[src/design/file_op_pkg.sv]
// package: opcodes, phases and flag positions of the file-op decoder
package file_op_pkg;
   localparam logic [7:0] OPC_ZERO_FILE   = 8'h6a; // 0110 101a, a masked
   localparam logic [7:0] OPC_SKIP_EQ     = 8'h62; // 0110 001a
   localparam logic [7:0] OPC_SKIP_ABOVE  = 8'h64; // 0110 010a
   localparam logic [7:0] OPC_SKIP_BELOW  = 8'h60; // 0110 000a
   localparam logic [7:0] OPC_INVERT      = 8'h1c; // 0001 11da
   localparam logic [7:0] OPC_DECREMENT   = 8'h04; // 0000 01da
   localparam logic [7:0] OPC_DEC_NIL     = 8'h2c; // 0010 11da
   localparam logic [7:0] OPC_DEC_NONNIL  = 8'h4c; // 0100 11da
   localparam logic [15:0] OPC_KICK_TIMER = 16'h0004;
   localparam logic [15:0] OPC_BCD_FIXUP  = 16'h0007;
   localparam logic [7:0] MASK_A          = 8'hfe;
   localparam logic [7:0] MASK_DA         = 8'hfc;
   localparam logic [3:0] OPC_LONG_HI     = 4'hc; // two-word prefixes
   localparam logic [3:0] OPC_LONG_HI2    = 4'hf;
   localparam logic [7:0] OPC_LONG_CALL   = 8'hec;
   localparam logic [7:0] OPC_LONG_GOTO   = 8'hef;
   localparam logic [7:0] OPC_LONG_LFSR   = 8'hee;
   localparam logic [3:0] BCD_LIMIT       = 4'h9;
   localparam logic [3:0] BCD_ADJ         = 4'h6;
   localparam int FLAG_C  = 0;
   localparam int FLAG_DC = 1;
   localparam int FLAG_Z  = 2;
   localparam int FLAG_OV = 3;
   localparam int FLAG_N  = 4;
   localparam logic [4:0] STATUS_RST      = 5'h00;
   localparam logic [7:0] ACC_RST         = 8'h00;
   localparam logic [3:0] BANK_RST        = 4'h0;
   localparam logic [3:0] DIRECT_BANK_LO  = 4'h0;
   localparam logic [3:0] DIRECT_BANK_HI  = 4'hf;
   localparam logic [7:0] DIRECT_SPLIT    = 8'h80;
   localparam int WDT_WIDTH = 16;
   localparam int PSC_WIDTH = 7;
   typedef enum logic [1:0] {Q1, Q2, Q3, Q4} quarter_t;
endpackage

[src/design/file_op_compare_skip_exec.sv]
// execute unit for the clear, compare-skip, bcd and decrement file ops
// How it works
// - zero_file_op writes zero to the file register and sets zero.
// - kick_timer_op clears watchdog count and postscaler, sets both flags.
// - invert_file_op stores the inverse and updates negative and zero.
// - destination bit 0 sends the result to accumulator, 1 to the file.
// - bank bit 0 uses the direct window, 1 uses the bank_pointer.
// - skip_if_equal_op skips when file equals accumulator, no flags.
// - skip_if_above_op skips when file exceeds accumulator, unsigned.
// - skip_if_below_op skips when file is below accumulator, unsigned.
// - a taken skip turns the fetched word into a nop, two if it is long.
// - bcd_fixup_op adds six per nibble over nine or on carry.
// - decrement_op subtracts one and updates all five arithmetic flags.
// - decrement_skip_nil_op skips on a zero result, flags untouched.
// - decrement_skip_nonnil_op skips on a nonzero result, no flags.
// - q1 decodes, q2 reads, q3 processes, q4 writes the destination.
`timescale 1ns/1ps
module file_op_compare_skip_exec
   import file_op_pkg::*;
#(
   parameter int WDT_W = WDT_WIDTH,
   parameter int PSC_W = PSC_WIDTH
) (
   input  wire logic             ref_clk_in,
   input  wire logic             resetn_in,
   input  wire logic [15:0]      instr_in,
   input  wire logic             instr_valid_in,
   input  wire logic [7:0]       file_rdata_in,
   input  wire logic             wdt_tick_in,
   input  wire logic             sleep_in,
   input  wire logic [3:0]       bank_wdata_in,
   input  wire logic             bank_we_in,
   output logic [1:0]            quarter_out,
   output logic                  instr_ack_out,
   output logic [11:0]           file_addr_out,
   output logic                  file_re_out,
   output logic [7:0]            file_wdata_out,
   output logic                  file_we_out,
   output logic [7:0]            accumulator_out,
   output logic [4:0]            status_out,
   output logic                  watchdog_expiry_flag_out,
   output logic                  sleep_entry_flag_out,
   output logic [WDT_W-1:0]      wdt_count_out,
   output logic [PSC_W-1:0]      wdt_post_out,
   output logic                  skip_out,
   output logic [3:0]            bank_pointer_out
);
   quarter_t          q_r;
   logic [15:0]       ir_r;
   logic              live_r;
   logic [1:0]        nop_r;
   logic [7:0]        opnd_r;
   logic [7:0]        res_r;
   logic [4:0]        stat_r;
   logic [7:0]        acc_r;
   logic              wr_file_r;
   logic              wr_acc_r;
   logic              skip_r;
   logic [3:0]        bank_r;
   logic              to_r;
   logic              pd_r;
   logic [WDT_W-1:0]  wdt_r;
   logic [PSC_W-1:0]  psc_r;
   logic [11:0]       addr_r;
   logic              re_r;
   logic              we_r;
   logic              ack_r;

   // fields of the latched word
   wire [7:0] op_hi = ir_r[15:8];
   wire dbit = ir_r[9];
   wire abit = ir_r[8];
   wire [7:0] f = ir_r[7:0];

   // opcode decode
   wire is_zero  = (op_hi & MASK_A) == OPC_ZERO_FILE;
   wire is_eq    = (op_hi & MASK_A) == OPC_SKIP_EQ;
   wire is_gt    = (op_hi & MASK_A) == OPC_SKIP_ABOVE;
   wire is_lt    = (op_hi & MASK_A) == OPC_SKIP_BELOW;
   wire is_inv   = (op_hi & MASK_DA) == OPC_INVERT;
   wire is_dec   = (op_hi & MASK_DA) == OPC_DECREMENT;
   wire is_dnil  = (op_hi & MASK_DA) == OPC_DEC_NIL;
   wire is_dnon  = (op_hi & MASK_DA) == OPC_DEC_NONNIL;
   wire is_kick  = ir_r == OPC_KICK_TIMER;
   wire is_bcd   = ir_r == OPC_BCD_FIXUP;

   wire is_file  = is_zero | is_eq | is_gt | is_lt | is_inv | is_dec
                 | is_dnil | is_dnon;
   wire has_dest = is_inv | is_dec | is_dnil | is_dnon;
   wire do_op    = live_r;

   // direct window: low half in bank 0, high half in bank 15
   wire [3:0] dir_bank = f[7] ? DIRECT_BANK_HI : DIRECT_BANK_LO;
   wire [3:0] eff_bank = abit ? bank_r : dir_bank;
   wire [11:0] eff_addr = {eff_bank, f};

   // q1 guess of the operand address, refined in q2
   wire [3:0]  pre_dir  = instr_in[7] ? DIRECT_BANK_HI : DIRECT_BANK_LO;
   wire [3:0]  pre_bank = instr_in[8] ? bank_r : pre_dir;
   wire [11:0] pre_addr = {pre_bank, instr_in[7:0]};

   // next word is two-word if its top bits say so
   wire long_top  = instr_in[15:12] == OPC_LONG_HI2;
   wire long_call = instr_in[15:8] == OPC_LONG_CALL;
   wire long_goto = instr_in[15:8] == OPC_LONG_GOTO;
   wire long_load = instr_in[15:8] == OPC_LONG_LFSR;
   wire long_move = instr_in[15:12] == OPC_LONG_HI;
   wire long_nxt  = long_top | long_call | long_goto | long_load
                  | long_move;

   // arithmetic
   wire [7:0] dec_v = opnd_r - 8'h01;
   wire [7:0] inv_v = ~opnd_r;
   wire       dec_c = opnd_r != 8'h00;
   wire       dec_dc = opnd_r[3:0] != 4'h0;
   wire       dec_ov = opnd_r == 8'h80;

   // decimal adjust
   wire lo_adj = acc_r[3:0] > BCD_LIMIT || stat_r[FLAG_DC];
   wire [7:0] bcd_lo = lo_adj ? acc_r + {4'h0, BCD_ADJ} : acc_r;
   wire hi_adj = bcd_lo[7:4] > BCD_LIMIT || stat_r[FLAG_C];
   wire [8:0] bcd_v = hi_adj ? {1'b0, bcd_lo} + {1'b0, BCD_ADJ, 4'h0}
                             : {1'b0, bcd_lo};
   wire bcd_c = bcd_v[8] | stat_r[FLAG_C];

   // result and skip selection
   wire [7:0] alu_v = is_zero ? 8'h00 :
                      is_inv  ? inv_v :
                      is_bcd  ? bcd_v[7:0] :
                      dec_v;
   wire eq_hit   = is_eq && opnd_r == acc_r;
   wire gt_hit   = is_gt && opnd_r > acc_r;
   wire lt_hit   = is_lt && opnd_r < acc_r;
   wire nil_hit  = is_dnil && dec_v == 8'h00;
   wire non_hit  = is_dnon && dec_v != 8'h00;
   wire skip_hit = eq_hit | gt_hit | lt_hit | nil_hit | non_hit;

   // watchdog carries
   wire wdt_wrap = &wdt_r;
   wire psc_wrap = &psc_r;

   wire n_v = alu_v[7];
   wire z_v = alu_v == 8'h00;
   logic [4:0] stat_nxt;
   always_comb begin
      stat_nxt = stat_r;
      if (is_zero) begin
         stat_nxt[FLAG_Z] = 1'b1;
      end else if (is_inv) begin
         stat_nxt[FLAG_N] = n_v;
         stat_nxt[FLAG_Z] = z_v;
      end else if (is_dec) begin
         stat_nxt[FLAG_C]  = dec_c;
         stat_nxt[FLAG_DC] = dec_dc;
         stat_nxt[FLAG_N]  = n_v;
         stat_nxt[FLAG_OV] = dec_ov;
         stat_nxt[FLAG_Z]  = z_v;
      end else if (is_bcd) begin
         stat_nxt[FLAG_C] = bcd_c;
      end
   end
   wire to_acc  = is_bcd || (has_dest && !dbit);
   wire to_file = is_zero || (has_dest && dbit);

   always_ff @(posedge ref_clk_in) begin
      if (!resetn_in) begin
         q_r <= Q1;
         ack_r <= 1'b0;
      end else begin
         ack_r <= q_r == Q3;
         case (q_r)
            Q1: q_r <= Q2;
            Q2: q_r <= Q3;
            Q3: q_r <= Q4;
            default: q_r <= Q1;
         endcase
      end
   end

   // q1: decode and take the word; skip cycles replace it with a nop
   always_ff @(posedge ref_clk_in) begin
      if (!resetn_in) begin
         ir_r <= 16'h0000;
         live_r <= 1'b0;
         nop_r <= 2'd0;
      end else if (q_r == Q1) begin
         ir_r <= instr_in;
         // a word fetched during a skip is dropped
         live_r <= instr_valid_in && nop_r == 2'd0;
         if (nop_r == 2'd1 && long_nxt) begin
            nop_r <= 2'd2;
         end else begin
            nop_r <= 2'd0;
         end
      end else if (q_r == Q4 && do_op && skip_hit) begin
         nop_r <= 2'd1;
      end
   end

   // q2 read, q3 process, q4 write
   always_ff @(posedge ref_clk_in) begin
      if (!resetn_in) begin
         addr_r <= 12'h000;
         re_r <= 1'b0;
         opnd_r <= 8'h00;
         res_r <= 8'h00;
         wr_file_r <= 1'b0;
         wr_acc_r <= 1'b0;
         skip_r <= 1'b0;
         we_r <= 1'b0;
      end else begin
         re_r <= 1'b0;
         we_r <= 1'b0;
         if (q_r == Q1 && do_op == 1'b0) begin
            skip_r <= 1'b0;
         end
         if (q_r == Q1) begin
            addr_r <= pre_addr;
            re_r <= 1'b0;
            skip_r <= 1'b0;
         end
         if (q_r == Q2 && do_op && is_file) begin
            addr_r <= eff_addr;
            re_r <= 1'b1;
         end
         if (q_r == Q3 && do_op) begin
            opnd_r <= file_rdata_in;
         end
         if (q_r == Q4 && do_op) begin
            res_r <= alu_v;
            wr_file_r <= to_file;
            wr_acc_r <= to_acc;
            we_r <= to_file;
            skip_r <= skip_hit;
         end
      end
   end

   always_ff @(posedge ref_clk_in) begin
      if (!resetn_in) begin
         acc_r <= ACC_RST;
         stat_r <= STATUS_RST;
      end else begin
         if (q_r == Q4 && do_op) begin
            stat_r <= stat_nxt;
            if (to_acc) begin
               acc_r <= alu_v;
            end
         end
      end
   end

   // bank pointer, written from outside
   always_ff @(posedge ref_clk_in) begin
      if (!resetn_in) begin
         bank_r <= BANK_RST;
      end else if (bank_we_in) begin
         bank_r <= bank_wdata_in;
      end
   end

   // watchdog count and postscaler with flags
   always_ff @(posedge ref_clk_in) begin
      if (!resetn_in) begin
         wdt_r <= '0;
         psc_r <= '0;
         to_r <= 1'b1;
         pd_r <= 1'b1;
      end else if (q_r == Q4 && do_op && is_kick) begin
         wdt_r <= '0;
         psc_r <= '0;
         to_r <= 1'b1;
         pd_r <= 1'b1;
      end else begin
         if (sleep_in) begin
            pd_r <= 1'b0;
         end
         if (wdt_tick_in) begin
            wdt_r <= wdt_r + 1'b1;
            if (wdt_wrap) begin
               psc_r <= psc_r + 1'b1;
               if (psc_wrap) begin
                  to_r <= 1'b0;
               end
            end
         end
      end
   end

   assign quarter_out = q_r;
   assign instr_ack_out = ack_r;
   assign file_addr_out = addr_r;
   assign file_re_out = re_r;
   assign file_wdata_out = res_r;
   assign file_we_out = we_r;
   assign accumulator_out = acc_r;
   assign status_out = stat_r;
   assign watchdog_expiry_flag_out = to_r;
   assign sleep_entry_flag_out = pd_r;
   assign wdt_count_out = wdt_r;
   assign wdt_post_out = psc_r;
   assign skip_out = skip_r;
   assign bank_pointer_out = bank_r;
endmodule

[config.mk]
export PLATFORM = sky130hd
export DESIGN_NAME = file_op_compare_skip_exec
export DESIGN_NICKNAME = d
export VERILOG_FILES = /design/src/design/file_op_pkg.sv /design/src/design/file_op_compare_skip_exec.sv
export SDC_FILE = /design/constraint.sdc
export NUM_CORES = 1
export LEC_CHECK = 0
export CAP_MARGIN = 25
export CORE_MARGIN = 8
export CORE_UTILIZATION = 57
export CTS_CLUSTER_DIAMETER = 60
export DETAILED_ROUTE_END_ITERATION = 7
export DONT_BUFFER_PORTS = 1
export GPL_TIMING_DRIVEN = 1
export PLACE_DENSITY = 0.78
export SLEW_MARGIN = 10
export SYNTH_ARGS = -nofsm -noshare
export SYNTH_HDL_FRONTEND = slang
export SYNTH_SLANG_ARGS = --single-unit
[constraint.sdc]
create_clock -name ref_clk_in -period 2.41 [get_ports ref_clk_in]
set_input_delay 0.1205 -clock ref_clk_in [delete_from_list [all_inputs] [get_ports ref_clk_in]]
set_output_delay 0.1205 -clock ref_clk_in [all_outputs]
set_load 0.05 [all_outputs]
==> flow_summary.ini <==
[yosys]
syn_area_per_cell_sq_um = 8.383
syn-num-nets = 641
synth-edff-count = 0
yosys.cell_types.count = 62
ys_warn_count = 0
synth_cells = 590
ys_ff_latch = 95
ys.flop_type = dfxtp_1
ys_seq_area_frac = 0.3845
syn_area_sq_um = 4946
synth_async_sr_flop_share = 0

[sta]
relSlewSlack = 0.5560
slew_violations = 0
rsz0062_at_grt = yes
hold_viol = 0
worst_pin_slew_ns = 0.6610
max_freq_ghz = 0.4308
tns_ns = 0
skew_ns = 0.01397
post-route-min-period_ns = 2.321
finalSetupViolCount = 0
period_share = 0.9632

[pwr]
peakVddDrop_uv = 633.1
p_per_area_nw_per_um2 = 695.8
power.leakage_uw = 0.002545

[worst_setup_path]
max_stage_delay_ns = 0.57
path_common_cell = buf_4
cp.required_ns = 2.74
critPathKind = register to register
worstSetupEndpointType = register
r2r_setup_slack_ns = 0.09
cpMaxStageDelayCell = or4b_4
cp_cell_sequence = buf_4, or4b_4, nor3_4, buf_4, o311ai_0, a31o_1, a31oi_1, o21a_1
cp_data_arrival_time_ns = 2.65
worst_setup_path_start_kind = register
path_max_fanout = 11

[finish]
layout_commonest_cell = nor2_1
final_cell_area_sq_um = 6126
n_fill_cell = 660
drive_gt1_frac = 0.1553
antenna_cells = 0
syn_to_final_growth_pct = 23.86
final_cell_mix = nor2_1 (93), dfxtp_1 (92), buf_4 (65), nand2_1 (50), a21oi_1 (47)
nNetsFinal = 722

[die]
rows = 34
start_util = 0.5784
io_pins = 102
die_width_microns = 109.2
dieArea_sq_um = 11910
die_y_microns = 109.2
core_sq_um = 8551

[global_route]
grt_max_degree = 57
grtUsageTotal = 0.2393
grt_pass1_vias = 4648
grt_overflow_total = 0
grt_pass1_wl_mm = 22.86
antenna_found_initial = 0

[routing]
drt-initial-drc-count = 248
firstDrtPassIters = 5
wl_per_cell_microns = 18.11
vias = 4675
wirelength_mm = 14.20
detail_route.vias_per_cell = 5.963
detail_route.drc_violations = 0
ant_nets = 0

[clock_tree]
clk_pin_slew_ns = 0.11
cts.path.max_buffers = 2
clkLatencyLatePin_ns = 0.38
cts.sinks = 95
numCtsBuffers = 9
tritoncts = built
cts_htree_levels = 3
root_buffer = clkbuf_8

[min_path]
holdCritPathClass = input pin to register

[run]
cap_violations = 0

[place]
placed_cell_area_sq_um = 5490
gp_congestion = 0.9349
io_buffers = 0
dpl.hpwl_mm = 10.21

[status]
status = finished clean
[worst max-delay path: cells and delay by family, from the launching register on]
family,cells,cell delay (ns)
AND/OR/NAND/NOR,2,0.79
flip-flops,1,0.35
buffers and inverters,2,0.36
AO/OA/AOI/OAI,4,0.76
[layer usage]
layer | vias to the layer above | wire (microns) | global-route usage
li1 | 2251 | - | -
met1 | 2216 | 5560 | 0.2581
met2 | 178 | 7086 | 0.4263
met3 | 30 | 1148 | 0.06738
met4 | 0 | 400 | 0.1056
met5 | - | 0 | 0
[kinds of logic after synthesis]
kind of cell    count (synthesis)  share of synthesized area
simple gates                  239                     0.2416
compound gates                120                     0.1576
flops                          95                     0.3845
buf+inv                        50                    0.03896
mux                            45                    0.09183
xor+xnor                       24                    0.04250
fa+ha+maj                      17                    0.04300
[through the flow]
step / worst slack (ns) / power (uW) / std cells / hold slack, ns / util
2_1_floorplan: -0.007970 / 2743 / 590 / 0.2397 / -
3_3_place_gp: 0.1307 / 3034 / 730 / 0.2454 / 0.6421
3_5_place_dp: 0.06820 / 3068 / 730 / 0.2506 / 0.6421
4_1_cts: 0.04386 / 4231 / 781 / 0.008606 / 0.7078
5_1_grt: -0.05921 / 4443 / 784 / 0.03664 / 0.7164
6_report: 0.08881 / 4262 / 784 / 0.009610 / 0.7164
[layout make-up]
cell class	instances	area, sq um	share of cell area
clock buffers	9	123.9	0.02022
clock inverters	7	87.58	0.01430
inverters	17	63.81	0.01042
multi-input cells	446	2935	0.4792
flip-flops and latches	95	1911	0.3119
well taps	108	135.1	0.02206
repair buffers	102	869.6	0.1420
[synth_stat cells (4+ instances only)]
library cell  instances  share of area
a31oi_1               6         0.0076
buf_2                 4         0.0040
or3_1                 5         0.0063
a211oi_1             10          0.015
xor2_1               14          0.025
a21oi_1              47          0.048
nor2b_1               8          0.010
nand2b_1              6         0.0076
inv_1                17          0.013
nand2_1              50          0.038
mux2i_1              42          0.085
dfxtp_1              95           0.38
ha_1                 17          0.043
and2_1                9          0.011
nor2_1               93          0.071
nor3_1                7         0.0071
o21ai_0              12          0.012
and3_1                8          0.010
o211ai_1              4         0.0061
xnor2_1              10          0.018
nand3_1              21          0.021
nand4_1               8          0.010
o21a_1                9          0.014
clkbuf_1             26          0.020
[registers in the layout, indices dropped and copies added, names as in the netlist, 2 cells and up]
register,cells
quarter_out,2
ir_r,16
status_out,5
accumulator_out,8
nop_r,2
bank_pointer_out,4
wdt_post_out,7
file_wdata_out,8
file_addr_out,12
opnd_r,8
wdt_count_out,16
[report_power, final]
group / switching, uW / internal (uW)
Combinational: 593 / 502
Clock: 633 / 505
Sequential: 328 / 1700
[what timing repair did]
action	CTS	global route
hold buffers	35	0
endpoints found under the hold margin	45	0
endpoints found under the setup margin	0	11
setup buffers	0	2
gates resized for setup	0	8
[path summary, 6_finish.rpt]
| check | startpoint | to | cells past startpoint |
|---|---|---|---|
| setup / recovery | accumulator_out[2]$_SDFFE_PN0P_ | status_out[2]$_SDFFE_PN0P_ | 8 |
| hold / removal | resetn_in | status_out[4]$_SDFFE_PN0P_ | 2 |
| setup reg to reg | accumulator_out[2]$_SDFFE_PN0P_ | status_out[2]$_SDFFE_PN0P_ | 8 |
| hold reg to reg | nop_r[0]$_SDFFE_PN0P_ | nop_r[0]$_SDFFE_PN0P_ | 2 |
Power figures use the tool's default switching activity.
